==> src/ecm_map.svh <==
// Purpose: register offsets, field positions, reset values and mode codes of the capture unit
// Assumes: word-aligned registers on a 32-bit classic Wishbone bus
// Notes:   definitions only
`ifndef ECM_MAP_SVH
`define ECM_MAP_SVH

// ----------------------------------------------------------------------------
// register byte offsets
// ----------------------------------------------------------------------------
`define ECM_OFS_CONTROL     8'h00
`define ECM_OFS_HOLD_LOW    8'h04
`define ECM_OFS_HOLD_HIGH   8'h08
`define ECM_OFS_FLAG        8'h0c
`define ECM_OFS_ENABLE      8'h10
`define ECM_OFS_PIN         8'h14

// ----------------------------------------------------------------------------
// field positions and reset values
// ----------------------------------------------------------------------------
`define ECM_CFG_MSB         7
`define ECM_CFG_LSB         6
`define ECM_DUTY_MSB        5
`define ECM_DUTY_LSB        4
`define ECM_MODE_MSB        3
`define ECM_MODE_LSB        0
`define ECM_PIN_DIR_BIT     0
`define ECM_PIN_DATA_BIT    1
`define ECM_RST_CONTROL     8'h00
`define ECM_RST_PIN         2'h1

// ----------------------------------------------------------------------------
// mode codes
// ----------------------------------------------------------------------------
`define ECM_MODE_OFF        4'h0
`define ECM_MODE_CAP_GROUP  2'h1
`define ECM_MODE_PWM_GROUP  2'h3

`endif

==> src/ecm_pkg.sv <==
// Purpose: shared types of the capture unit
// Assumes: nothing
// Notes:   enum order follows the field codes
package ecm_pkg;

  // capture event selection, low two mode bits in capture group
  typedef enum logic [1:0] {
    ECM_EDGE_FALL,
    ECM_EDGE_RISE,
    ECM_EDGE_RISE4,
    ECM_EDGE_RISE16
  } ecm_edge_type;

  // pwm output configuration
  typedef enum logic [1:0] {
    ECM_CFG_SINGLE,
    ECM_CFG_FULL_FWD,
    ECM_CFG_HALF,
    ECM_CFG_FULL_REV
  } ecm_outcfg_type;

endpackage

==> src/ecm_edge_prescaler.sv <==
// Purpose: edge detector and event prescaler of the capture pin
// Assumes: sig_i is synchronous to clk_i
// Notes:   counter clears after each prescaled event, through clear_i or on reset
`timescale 1ns/10ps
module ecm_edge_prescaler
  import ecm_pkg::*;
#(
  parameter int CNT_W = 4
) (
  input  wire logic             clk_i,
  input  wire logic             rst_i,
  input  wire logic             clear_i,
  input  wire ecm_edge_type     edge_sel_i,
  input  wire logic             sig_i,
  output logic                  event_o,
  output logic [CNT_W-1:0]      count_o
);

  logic             prev_r;
  logic [CNT_W-1:0] cnt_r;
  logic [CNT_W-1:0] cnt_nxt;
  wire              rise_w = sig_i & ~prev_r;
  wire              fall_w = ~sig_i & prev_r;
  wire              div4_w = rise_w & (cnt_r >= CNT_W'(3));
  wire              div16_w = rise_w & (cnt_r == CNT_W'(15));

  // ----------------------------------------------------------------------------
  // event selection
  // ----------------------------------------------------------------------------
  always_comb begin
    cnt_nxt = cnt_r;
    event_o = 1'b0;
    case (edge_sel_i)
      ECM_EDGE_FALL:   event_o = fall_w;
      ECM_EDGE_RISE:   event_o = rise_w;
      ECM_EDGE_RISE4:  event_o = div4_w;
      ECM_EDGE_RISE16: event_o = div16_w;
      default:         event_o = 1'b0;
    endcase
    if (rise_w && (edge_sel_i == ECM_EDGE_RISE4 || edge_sel_i == ECM_EDGE_RISE16)) begin
      cnt_nxt = event_o ? '0 : cnt_r + CNT_W'(1);
    end
    if (clear_i) begin
      cnt_nxt = '0;
    end
  end

  always_ff @(posedge clk_i) begin
    if (rst_i) begin
      prev_r <= 1'b0;
      cnt_r  <= '0;
    end else begin
      prev_r <= sig_i;
      cnt_r  <= cnt_nxt;
    end
  end

  assign count_o = cnt_r;

endmodule // ecm_edge_prescaler

==> src/ecm_capture_unit.sv <==
// Purpose: control decode, capture path and pwm steering of the capture/compare/pwm unit
// Assumes: classic Wishbone slave, timer count and pin input synchronous to clk_i
// Notes:   compare actions, waveform generation, dead band and shutdown live elsewhere
//
// Contract
// - capture copies 16-bit timer into hold pair
// - mode selects falling, rising, 4th, 16th edge
// - every capture sets the interrupt flag
// - flag cleared only by software
// - new capture overwrites unread hold value
// - port write feeds edge detector when output
// - duty bits are two duty LSbs
// - config 00 single, 10 half bridge
// - config 01 forward, 11 reverse full bridge
// - prescaler clears when off or not capture
//
// The Wishbone slave port and the placing of the registers were left to the implementer.
`timescale 1ns/10ps
`include "ecm_map.svh"
module ecm_capture_unit
  import ecm_pkg::*;
#(
  parameter int TIMER_W = 16,
  parameter int PRESC_W = 4
) (
  input  wire logic               clk_i,
  input  wire logic               rst_i,
  input  wire logic               wb_cyc_i,
  input  wire logic               wb_stb_i,
  input  wire logic               wb_we_i,
  input  wire logic [7:0]         wb_adr_i,
  input  wire logic [3:0]         wb_sel_i,
  input  wire logic [31:0]        wb_dat_i,
  output logic      [31:0]        wb_dat_o,
  output logic                    wb_ack_o,
  input  wire logic [TIMER_W-1:0] timer_count_i,
  input  wire logic               capture_pin_i,
  output logic                    capture_pin_o,
  output logic                    capture_pin_oe_o,
  input  wire logic               pwm_wave_i,
  output logic      [3:0]         pwm_out_o,
  output logic      [3:0]         pwm_own_o,
  output logic      [9:0]         duty_value_o,
  output logic                    irq_o
);

  // ----------------------------------------------------------------------------
  // registers
  // ----------------------------------------------------------------------------
  logic [7:0]         ctl_r;
  logic [7:0]         hold_low_r;
  logic [7:0]         hold_high_r;
  logic               flag_r;
  logic               flag_nxt;
  logic               irq_en_r;
  logic [1:0]         pin_r;
  logic               ack_r;
  logic [31:0]        rdata_r;
  logic [31:0]        rdata_nxt;
  logic               cap_evt;
  logic               cap_evt_raw;
  logic [PRESC_W-1:0] presc_count;

  // ----------------------------------------------------------------------------
  // decode
  // ----------------------------------------------------------------------------
  wire         req_w       = wb_cyc_i & wb_stb_i;
  wire         wr_w        = req_w & wb_we_i & ack_r & wb_sel_i[0];
  wire         sel_ctl_w   = (wb_adr_i == `ECM_OFS_CONTROL);
  wire         sel_low_w   = (wb_adr_i == `ECM_OFS_HOLD_LOW);
  wire         sel_high_w  = (wb_adr_i == `ECM_OFS_HOLD_HIGH);
  wire         sel_flag_w  = (wb_adr_i == `ECM_OFS_FLAG);
  wire         sel_en_w    = (wb_adr_i == `ECM_OFS_ENABLE);
  wire         sel_pin_w   = (wb_adr_i == `ECM_OFS_PIN);
  wire [3:0]   mode_w      = ctl_r[`ECM_MODE_MSB:`ECM_MODE_LSB];
  wire [1:0]   duty_lsb_w  = ctl_r[`ECM_DUTY_MSB:`ECM_DUTY_LSB];
  wire         cap_mode_w  = (mode_w[3:2] == `ECM_MODE_CAP_GROUP);
  wire         pwm_mode_w  = (mode_w[3:2] == `ECM_MODE_PWM_GROUP);
  wire         pin_dir_w   = pin_r[`ECM_PIN_DIR_BIT];
  wire         pin_data_w  = pin_r[`ECM_PIN_DATA_BIT];
  wire         flag_clr_w  = wr_w & sel_flag_w & wb_dat_i[0];
  // a driven pin feeds its own port latch back into the detector
  wire         edge_src_w  = pin_dir_w ? capture_pin_i : pin_data_w;
  // off, or any mode outside the capture group, holds the prescaler clear
  wire         presc_clr_w = ~cap_mode_w;
  ecm_outcfg_type cfg_w;
  assign cfg_w = ecm_outcfg_type'(ctl_r[`ECM_CFG_MSB:`ECM_CFG_LSB]);

  // ----------------------------------------------------------------------------
  // edge detector and prescaler
  // ----------------------------------------------------------------------------
  ecm_edge_prescaler #(
    .CNT_W (PRESC_W)
  ) u_presc (
    .clk_i      (clk_i),
    .rst_i      (rst_i),
    .clear_i    (presc_clr_w),
    .edge_sel_i (ecm_edge_type'(mode_w[1:0])),
    .sig_i      (edge_src_w),
    .event_o    (cap_evt_raw),
    .count_o    (presc_count)
  );
  assign cap_evt = cap_evt_raw & cap_mode_w;

  // ----------------------------------------------------------------------------
  // bus slave
  // ----------------------------------------------------------------------------
  always_comb begin
    rdata_nxt = 32'h0;
    if (sel_ctl_w) begin
      rdata_nxt[7:0] = ctl_r;
    end else if (sel_low_w) begin
      rdata_nxt[7:0] = hold_low_r;
    end else if (sel_high_w) begin
      rdata_nxt[7:0] = hold_high_r;
    end else if (sel_flag_w) begin
      rdata_nxt[0] = flag_r;
    end else if (sel_en_w) begin
      rdata_nxt[0] = irq_en_r;
    end else if (sel_pin_w) begin
      rdata_nxt[2:0] = {capture_pin_i, pin_r};
    end
  end

  always_ff @(posedge clk_i) begin
    if (rst_i) begin
      ack_r   <= 1'b0;
      rdata_r <= 32'h0;
    end else begin
      ack_r   <= req_w & ~ack_r;
      rdata_r <= rdata_nxt;
    end
  end

  assign wb_ack_o = ack_r;
  assign wb_dat_o = rdata_r;

  // ----------------------------------------------------------------------------
  // control and pin registers
  // ----------------------------------------------------------------------------
  always_ff @(posedge clk_i) begin
    if (rst_i) begin
      ctl_r    <= `ECM_RST_CONTROL;
      irq_en_r <= 1'b0;
      pin_r    <= `ECM_RST_PIN;
    end else begin
      if (wr_w && sel_ctl_w) begin
        ctl_r <= wb_dat_i[7:0];
      end
      if (wr_w && sel_en_w) begin
        irq_en_r <= wb_dat_i[0];
      end
      if (wr_w && sel_pin_w) begin
        pin_r <= wb_dat_i[1:0];
      end
    end
  end

  // ----------------------------------------------------------------------------
  // capture hold pair and flag
  // ----------------------------------------------------------------------------
  always_ff @(posedge clk_i) begin
    if (rst_i) begin
      hold_low_r  <= 8'h00;
      hold_high_r <= 8'h00;
    end else if (cap_evt) begin
      // later capture simply replaces the earlier one
      hold_low_r  <= timer_count_i[7:0];
      hold_high_r <= timer_count_i[15:8];
    end else begin
      if (wr_w && sel_low_w) begin
        hold_low_r <= wb_dat_i[7:0];
      end
      if (wr_w && sel_high_w) begin
        hold_high_r <= wb_dat_i[7:0];
      end
    end
  end

  // set wins over a same-cycle clear; no other path clears
  assign flag_nxt = cap_evt | (flag_r & ~flag_clr_w);

  always_ff @(posedge clk_i) begin
    if (rst_i) begin
      flag_r <= 1'b0;
    end else begin
      flag_r <= flag_nxt;
    end
  end

  assign irq_o = flag_r & irq_en_r;

  // ----------------------------------------------------------------------------
  // pin and pwm steering
  // ----------------------------------------------------------------------------
  assign capture_pin_o    = pin_data_w;
  assign capture_pin_oe_o = ~pin_dir_w;
  assign duty_value_o     = {hold_low_r, duty_lsb_w};

  logic [3:0] own_w;
  logic [3:0] lvl_w;
  always_comb begin
    own_w = 4'h0;
    lvl_w = 4'h0;
    if (pwm_mode_w) begin
      case (cfg_w)
        ECM_CFG_SINGLE: begin
          own_w = 4'b0001;
          lvl_w = {3'b000, pwm_wave_i};
        end
        ECM_CFG_HALF: begin
          own_w = 4'b0011;
          lvl_w = {2'b00, ~pwm_wave_i, pwm_wave_i};
        end
        ECM_CFG_FULL_FWD: begin
          own_w = 4'b1111;
          lvl_w = {pwm_wave_i, 3'b001};
        end
        ECM_CFG_FULL_REV: begin
          own_w = 4'b1111;
          lvl_w = {2'b01, pwm_wave_i, 1'b0};
        end
        default: begin
          own_w = 4'h0;
          lvl_w = 4'h0;
        end
      endcase
    end
  end

  // polarity: mode bit 1 inverts a and c, bit 0 inverts b and d
  wire [3:0] pol_w = pwm_mode_w ? {mode_w[0], mode_w[1], mode_w[0], mode_w[1]} : 4'h0;

  always_ff @(posedge clk_i) begin
    if (rst_i) begin
      pwm_out_o <= 4'h0;
      pwm_own_o <= 4'h0;
    end else begin
      pwm_out_o <= own_w & (lvl_w ^ pol_w);
      pwm_own_o <= own_w;
    end
  end

  // ----------------------------------------------------------------------------
  // assertions
  // ----------------------------------------------------------------------------
  logic src_prev_r;
  always_ff @(posedge clk_i) begin
    if (rst_i) begin
      src_prev_r <= 1'b0;
    end else begin
      src_prev_r <= edge_src_w;
    end
  end

  property p_capture_load;
    @(posedge clk_i) disable iff (rst_i) cap_evt |=> {hold_high_r, hold_low_r} == $past(timer_count_i);
  endproperty
  a_capture_load: assert property (p_capture_load) else $error("hold pair missed timer value");

  property p_falling_edge;
    @(posedge clk_i) disable iff (rst_i)
      (mode_w == 4'h4) |-> (cap_evt == (src_prev_r & ~edge_src_w));
  endproperty
  a_falling_edge: assert property (p_falling_edge) else $error("falling edge capture wrong");

  property p_every4;
    @(posedge clk_i) disable iff (rst_i)
      (mode_w == 4'h6) && cap_evt ##1 (mode_w == 4'h6) [*1] |-> presc_count == 4'h0;
  endproperty
  a_every4: assert property (p_every4) else $error("prescaler not restarted");

  property p_flag_set;
    @(posedge clk_i) disable iff (rst_i) cap_evt |=> flag_r;
  endproperty
  a_flag_set: assert property (p_flag_set) else $error("capture did not set flag");

  property p_flag_sticky;
    @(posedge clk_i) disable iff (rst_i) flag_r && !flag_clr_w |=> flag_r;
  endproperty
  a_flag_sticky: assert property (p_flag_sticky) else $error("flag cleared by hardware");

  property p_overwrite;
    @(posedge clk_i) disable iff (rst_i)
      cap_evt ##1 !cap_evt ##1 cap_evt |=> hold_low_r == $past(timer_count_i[7:0]);
  endproperty
  a_overwrite: assert property (p_overwrite) else $error("second capture not stored");

  property p_port_feed;
    @(posedge clk_i) disable iff (rst_i) !pin_dir_w && (mode_w == 4'h5) && pin_data_w && !src_prev_r |-> cap_evt;
  endproperty
  a_port_feed: assert property (p_port_feed) else $error("port write gave no capture");

  property p_duty;
    @(posedge clk_i) disable iff (rst_i) $changed(ctl_r[5:4]) |-> duty_value_o[1:0] == ctl_r[5:4];
  endproperty
  a_duty: assert property (p_duty) else $error("duty low bits wrong");

  property p_single;
    @(posedge clk_i) disable iff (rst_i) pwm_mode_w && (ctl_r[7:6] == 2'b00) |=> pwm_own_o == 4'b0001;
  endproperty
  a_single: assert property (p_single) else $error("single output steering wrong");

  property p_reverse;
    @(posedge clk_i) disable iff (rst_i)
      (ctl_r[7:6] == 2'b11) && (mode_w == 4'hc) |=>
        (pwm_own_o == 4'hf) && (pwm_out_o[2] == 1'b1) && !pwm_out_o[0] && !pwm_out_o[3];
  endproperty
  a_reverse: assert property (p_reverse) else $error("reverse bridge levels wrong");

  property p_presc_clear;
    @(posedge clk_i) disable iff (rst_i) !cap_mode_w |=> presc_count == '0;
  endproperty
  a_presc_clear: assert property (p_presc_clear) else $error("prescaler not cleared");

  property p_off;
    @(posedge clk_i) disable iff (rst_i) (mode_w == `ECM_MODE_OFF) [*2] |-> !cap_evt && pwm_own_o == 4'h0;
  endproperty
  a_off: assert property (p_off) else $error("off mode left unit active");

endmodule // ecm_capture_unit

==> config.mk <==
export PLATFORM = sky130hd
export DESIGN_NAME = ecm_capture_unit
export DESIGN_NICKNAME = d
export VERILOG_FILES = /design/src/ecm_pkg.sv /design/src/ecm_edge_prescaler.sv /design/src/ecm_capture_unit.sv
export VERILOG_INCLUDE_DIRS = /design/src
export SDC_FILE = /design/constraint.sdc
export NUM_CORES = 1
export LEC_CHECK = 0
export ABC_AREA = 1
export BUFFER_PORTS_ARGS = -buffer_cell sky130_fd_sc_hd__clkbuf_2
export CAP_MARGIN = 5
export CORE_UTILIZATION = 51
export DETAILED_ROUTE_END_ITERATION = 8
export PLACE_DENSITY = 0.84
export SKIP_CTS_REPAIR_TIMING = 1
export SLEW_MARGIN = 20
export SYNTH_ARGS = -nofsm -noshare
export SYNTH_HDL_FRONTEND = slang
export SYNTH_SLANG_ARGS = --single-unit
==> constraint.sdc <==
create_clock -name clk_i -period 2.7 [get_ports clk_i]
set_input_delay 0.54 -clock clk_i [delete_from_list [all_inputs] [get_ports clk_i]]
set_output_delay 0.54 -clock clk_i [all_outputs]
set_load 0.005 [all_outputs]
### Word level (Yosys, flattened, before mapping)

Cells that the tools add are included.

| cells by class | value |
|---|---|
| multiplexer cells | 21 |
| equality and inequality tests | 14 |
| reductions and logical operators | 14 |
| add/subtract/negate cells | 1 |
| order comparisons | 1 |
| bitwise gates (word level) | 24 |

Operator list:

| operator | count |
|---|---|
| $mux 8 | 6 |
| $eq 8x4->1 const B | 2 |
| $eq 8x5->1 const B | 2 |
| $mux 4 | 4 |
| $pmux 4 s4 | 1 |
| $and 1x1->1 | 14 |
| $pmux 4 s3 | 1 |
| $eq 2x2->1 const B | 5 |
| $eq 8x3->1 const B | 1 |
| $logic_not 8->1 | 1 |
| $not 1->1 | 7 |
| $eq 2x1->1 const B | 3 |
| $logic_and 1x1->1 | 6 |
| $mux 3 | 2 |
| $mux 5 | 1 |
| $add 4x1->4 const B | 1 |
| $and 4x4->4 | 1 |
| $eq 4x4->1 const B | 1 |
| $ge 4x2->1 const B | 1 |
| $logic_not 2->1 | 2 |
| $mux 2 | 2 |
| $pmux 1 s4 | 1 |
| $reduce_bool 2->1 | 2 |
| $reduce_or 2->1 | 2 |
| 4 further kinds | 6 |

| storage, ports and cells | value |
|---|---|
| input port bits | 67 |
| output and inout port bits | 54 |
| logic and storage cells | 88 |
| register bits | 74 |

### Depth between registers and ports, before layout

| logic depth | value |
|---|---|
| word-level depth | 9 |
| depth in mapped cells | 13 |

### Modules after synthesis

From an unflattened synthesis, not the netlist that was laid out.

| unflattened totals | value |
|---|---|
| cells, all modules | 377 |
| area, all modules | 2597.5 µm² |

Modules (own cells, without submodules):

| module | area each (µm²) | instances | cells an instance | sequential area each (µm²) |
|---|---|---|---|---|
| ecm_capture_unit | 2299.7 | 1 | 335 | 880.8 |
| ecm_edge_prescaler | 297.8 | 1 | 42 | 100.1 |

### Worst setup path after synthesis

OpenSTA, ideal clock, no wires.

| timing | value |
|---|---|
| kind | input-to-reg |
| start point | input wb_adr_i[6] |
| end point | register ctl_r[1] |
| setup time | 121 ps |
| data arrival time | 1519 ps |
| path slack | 1061 ps |
| required time | 2579 ps |
| buffers on the path | 1 |
| cell stages on the path | 9 |
| cell sequence | inv_1 > nand2_1 > nor3_4 > inv_1 > nor2_4 > nand2_2 > buf_6 > o21ai_0 > a21oi_1 |

| on the way | value |
|---|---|
| longest elaborated chain between the ends | 2 |

Ends and longest elaborated chain:

| what | line | text |
|---|---|---|
| start: declaration | ecm_capture_unit.sv:31 | `input wire logic [7:0] wb_adr_i,` |
| $logic_not 8->1 (no line) | - |  |
| $logic_and 1x1->1 | ecm_capture_unit.sv:147 | `if (wr_w && sel_ctl_w) begin` |
| end signal: assignment | ecm_capture_unit.sv:143 | `` ctl_r <= `ECM_RST_CONTROL; `` |
| end signal: assignment | ecm_capture_unit.sv:148 | `ctl_r <= wb_dat_i[7:0];` |
| end: declaration | ecm_capture_unit.sv:50 | `logic [7:0] ctl_r;` |

Every way passes these cells.
A chain may end at the register's enable or synchronous reset.

### Worst setup path in the final report

| timing | value |
|---|---|
| start point | register u_presc.cnt_r[0], in the netlist u_presc.count_o[0] |
| end point | register hold_high_r[0] |

| on the way | value |
|---|---|
| longest elaborated chain between the ends | 5 |
| elaborated cells on any way between the ends | 8 |
| classes of those cells | order compare: 1; eq/ne: 1; mux: 2; bitwise: 3; reduce/logical: 1 |

Ends and longest elaborated chain:

| what | line | text |
|---|---|---|
| start: declaration | ecm_edge_prescaler.sv:20 | `logic [CNT_W-1:0] cnt_r;` |
| start signal: assignment | ecm_edge_prescaler.sv:54 | `cnt_r <= cnt_nxt;` |
| $ge 4x2->1 or $eq 4x4->1 (tied branches) | ecm_edge_prescaler.sv:24, ecm_edge_prescaler.sv:25 |  |
| $and 1x1->1, on equally long branches | ecm_edge_prescaler.sv:24, ecm_edge_prescaler.sv:25 |  |
| $pmux 1 s4 (*) | ecm_edge_prescaler.sv:33 | `case (edge_sel_i)` |
| $and 1x1->1 (*) | ecm_capture_unit.sv:103 | `assign cap_evt = cap_evt_raw & cap_mode_w;` |
| $mux 8 or $reduce_bool 2->1 (tied branches) | - |  |
| end signal: assignment | ecm_capture_unit.sv:169 | `hold_high_r <= timer_count_i[15:8];` |
| end signal: assignment | ecm_capture_unit.sv:175 | `hold_high_r <= wb_dat_i[7:0];` |
| end: declaration | ecm_capture_unit.sv:52 | `logic [7:0] hold_high_r;` |

Every way passes the cells marked *; elsewhere a longest branch is shown, timed or not.

==> summary.md <==
| Metric | Value |
|---|---|
| Total grt overflow | `0` |
| Required @ worst endpoint | `2.91 ns` |
| Syn Inst Count | `around 370` |
| Actual slew at the worst max-slew pin | `0.609 ns` |
| Fin crit share | `0.721` |
| Fin nets | `498` |
| Yosys cell types | `37` |
| Part of the Yosys area used for sequential elements | `0.364` |
| Hold depth | `1` |
| Warnings from Yosys | `0` |
| Reg-to-reg startpoint | `u_presc.count_o[0]$_SDFFE_PP0P_` |
| Yosys top cell area share | `0.364` |
| FILL cells | `~490` |
| Pleak | `1.51 nW` |
| PD cells | `around 410 nW/um^2` |
| Post-Layout Cell Count | `501` |
| Setup violators final | `0` |
| Final core occ | `0.593` |
| Sequential cell area | `roughly 980 um^2` |
| R2R cell count | `11` |
| Main synth FF type | `dfxtp_1` |
| Share of layout cells above drive strength 1 | `0.271` |
| Met1 usage | `0.306` |
| Initial DRC count | `138` |
| Initial Util | `0.527` |
| Kind of critical path | `reg2reg` |
| CP Launch Point | `u_presc.count_o[0]$_SDFFE_PP0P_` |
| Root Driver | `clkbuf_8` |
| H-tree depth | `2` |
| Synth top area cells | `dfxtp_1 (36%), nand3_1 (10%), buf_4 (7.8%)` |
| Top achievable clock speed | `514 MHz` |
| Element type at the critical path end | `flop` |
| Clock Skews | `0.0117 ns` |
| Final Hold Vio Count | `0` |
| Worst slew margin | `0.594` |
| Final antenna diode count | `0` |
| Final Cell Area | `just over 3000 um^2` |
| Met2 global-route usage | `0.372` |
| DP HPWL | `4590 um` |
| Num ports | `121` |
| ANT nets after route | `0` |
| Final WS setup | `0.754 ns` |
| Max-slew violation count | `0` |
| Setup tns final | `0 ns` |
| Final WL | `6040 um` |
| RSZ-0062 raised after global routing | `no` |
| Vias | `roughly 2500` |
| Placed cell count | `493` |
| Yosys reg bits | `49` |
| Mapped cell area | `about 2700 um^2` |
| Most frequent cells in the layout | `clkbuf_2 (69), nand2_1 (56), nand3_1 (54)` |
| Die ar. | `5570 um^2` |
| Final min period | `1.95 ns` |
| TritonCTS Buffers | `5` |
| Vias in the first global route | `~2200` |
| Synthesized area per cell | `7.37 um^2` |
| Outcome | `complete, no violations` |
| Gpl congestion | `0.859` |
| Die X | `~75 um` |
| Clock Path Buffers | `2` |
| # DRC | `0` |
| Tot GR Track Use | `0.233` |
| Vias per cell | `4.99` |
| Largest net degree at the start of global routing | `27` |
| Pre-antenna DRT Iters | `4` |
| Ys async rst share | `0` |
| Syn-to-layout area delta | `12.6%` |
| Hold Slack | `0.455 ns` |
| R2R Setup Slk | `0.75 ns` |
| Most common cell after layout, fill and taps aside | `clkbuf_2` |
| Hold endpoint | `wb_ack_o$_SDFF_PP0_` |
| Area of the multi-input gates | `1320 um^2` |
| Clk Latency, worst-skew pair | `0.31 ns` |
| Most used routing layer | `met2` |
| Hold Path Class | `reg2reg` |
| Dpl ws | `0.708 ns` |
| CTS clk-pin slew, worst paths | `roughly 0.090 ns` |
| Synth area leader | `dfxtp_1` |
| CP Data Arrival Time | `between 2 and 2.5 ns` |
| Reg2reg end | `hold_high_r[0]$_SDFFE_PP0P_` |
| Rows | `26` |
| Wirelength per Cell | `12.0 um` |
| Met3 Use GR | `0.0482` |
| Hold Path Origin | `wb_ack_o$_SDFF_PP0_` |
| Clock sink count | `49` |
| Crit-path max FO | `26` |
| VDD IR max | `0.226 mV` |
| Std-Cell Core Area | `between 5000 and 6000 um^2` |
| MaxCap Viol Count | `0` |
| Port Buf Inserts | `69` |
| CTS tree | `built` |
| Pwr Total | `around 1.3 mW` |
| Die Ht | `74.6 um` |
| First-pass GRT wire length | `9760 um` |
| Dpl cell area | `2940 um^2` |
| Kind of start point of the critical path | `flop` |
| Post-synth EDFFs | `0` |
| Initial antenna violation count | `0` |
cell usage after synthesis, drive strengths merged (2+ instances only):
library cell / instances
nor3: 6
nand3: 63
xor2: 3
o21ai: 28
inv: 53
nand2: 62
nand4: 3
a31oi: 2
a21oi: 17
dfxtp: 49
buf: 35
nor2: 33
final cells by class:
type / count / area share
Clock buffer: 6 / 0.0239
Clock inverter: 2 / 0.00454
Inverter: 53 / 0.0656
Multi-Input combinational cell: 250 / 0.434
Sequential cell: 49 / 0.324
Tap cell: 70 / 0.0289
Timing Repair Buffer: 71 / 0.119
worst max-delay path, cell delays in order, from the launching register on:
cell and delay, ns:
dfxtp_1 0.35, ha_1 0.27, nand2_1 0.09, nand2_1 0.05, nand2_1 0.08, nand3_2 0.07, nand2_2 0.10, nand2_4 0.16
nand2_8 0.20, nand2_4 0.17, o21ai_0 0.25, nor2_2 0.06
metal layers:
layer,share of wire,vias up
li1,-,1253
met1,0.44,1115
met2,0.46,114
met3,0.076,16
met4,0.022,0
met5,0,-
where the power goes:
part / leakage (nW) / switching (mW) / internal [mW]
clock: 0.0456 / 0.253 / 0.185
combinational: 1.07 / 0.0564 / 0.0326
sequential: 0.395 / 0.000855 / 0.724
registers in the layout (all words and copies together), names as in the netlist:
register         flops
pin_r                2
irq_en_r             1
u_presc.prev_r       1
hold_high_r          8
flag_r               1
pwm_own_o            3
wb_ack_o             1
pwm_out_o            4
hold_low_r           8
wb_dat_o             8
u_presc.count_o      4
ctl_r                8
how the worst max path moves through the flow:
| stage | endpoint | cells after the start | slack [ns] |
|---|---|---|---|
| floorplan | ctl_r[1]$_SDFFE_PP0P_ | 9 | 1.06 |
| global placement | hold_high_r[0]$_SDFFE_PP0P_ | 11 | 0.76 |
| detailed placement | hold_high_r[0]$_SDFFE_PP0P_ | 11 | 0.71 |
| CTS | hold_high_r[0]$_SDFFE_PP0P_ | 11 | 0.76 |
| global route | hold_high_r[0]$_SDFFE_PP0P_ | 11 | 0.62 |
| finish | hold_high_r[0]$_SDFFE_PP0P_ | 11 | 0.75 |
kinds of logic after synthesis:
logic type | after synthesis | synth area share
buffers and inverters | 89 | 0.179
multiplexers | 1 | 0.00372
AO/OA/AOI/OAI | 50 | 0.105
AND/OR/NAND/NOR | 170 | 0.330
other | 1 | 0.00139
XOR/XNOR | 4 | 0.0130
flip-flops | 49 | 0.364
adder cells (fa/ha/maj) | 1 | 0.00465
No activity file was read; power rests on OpenSTA's default activity.
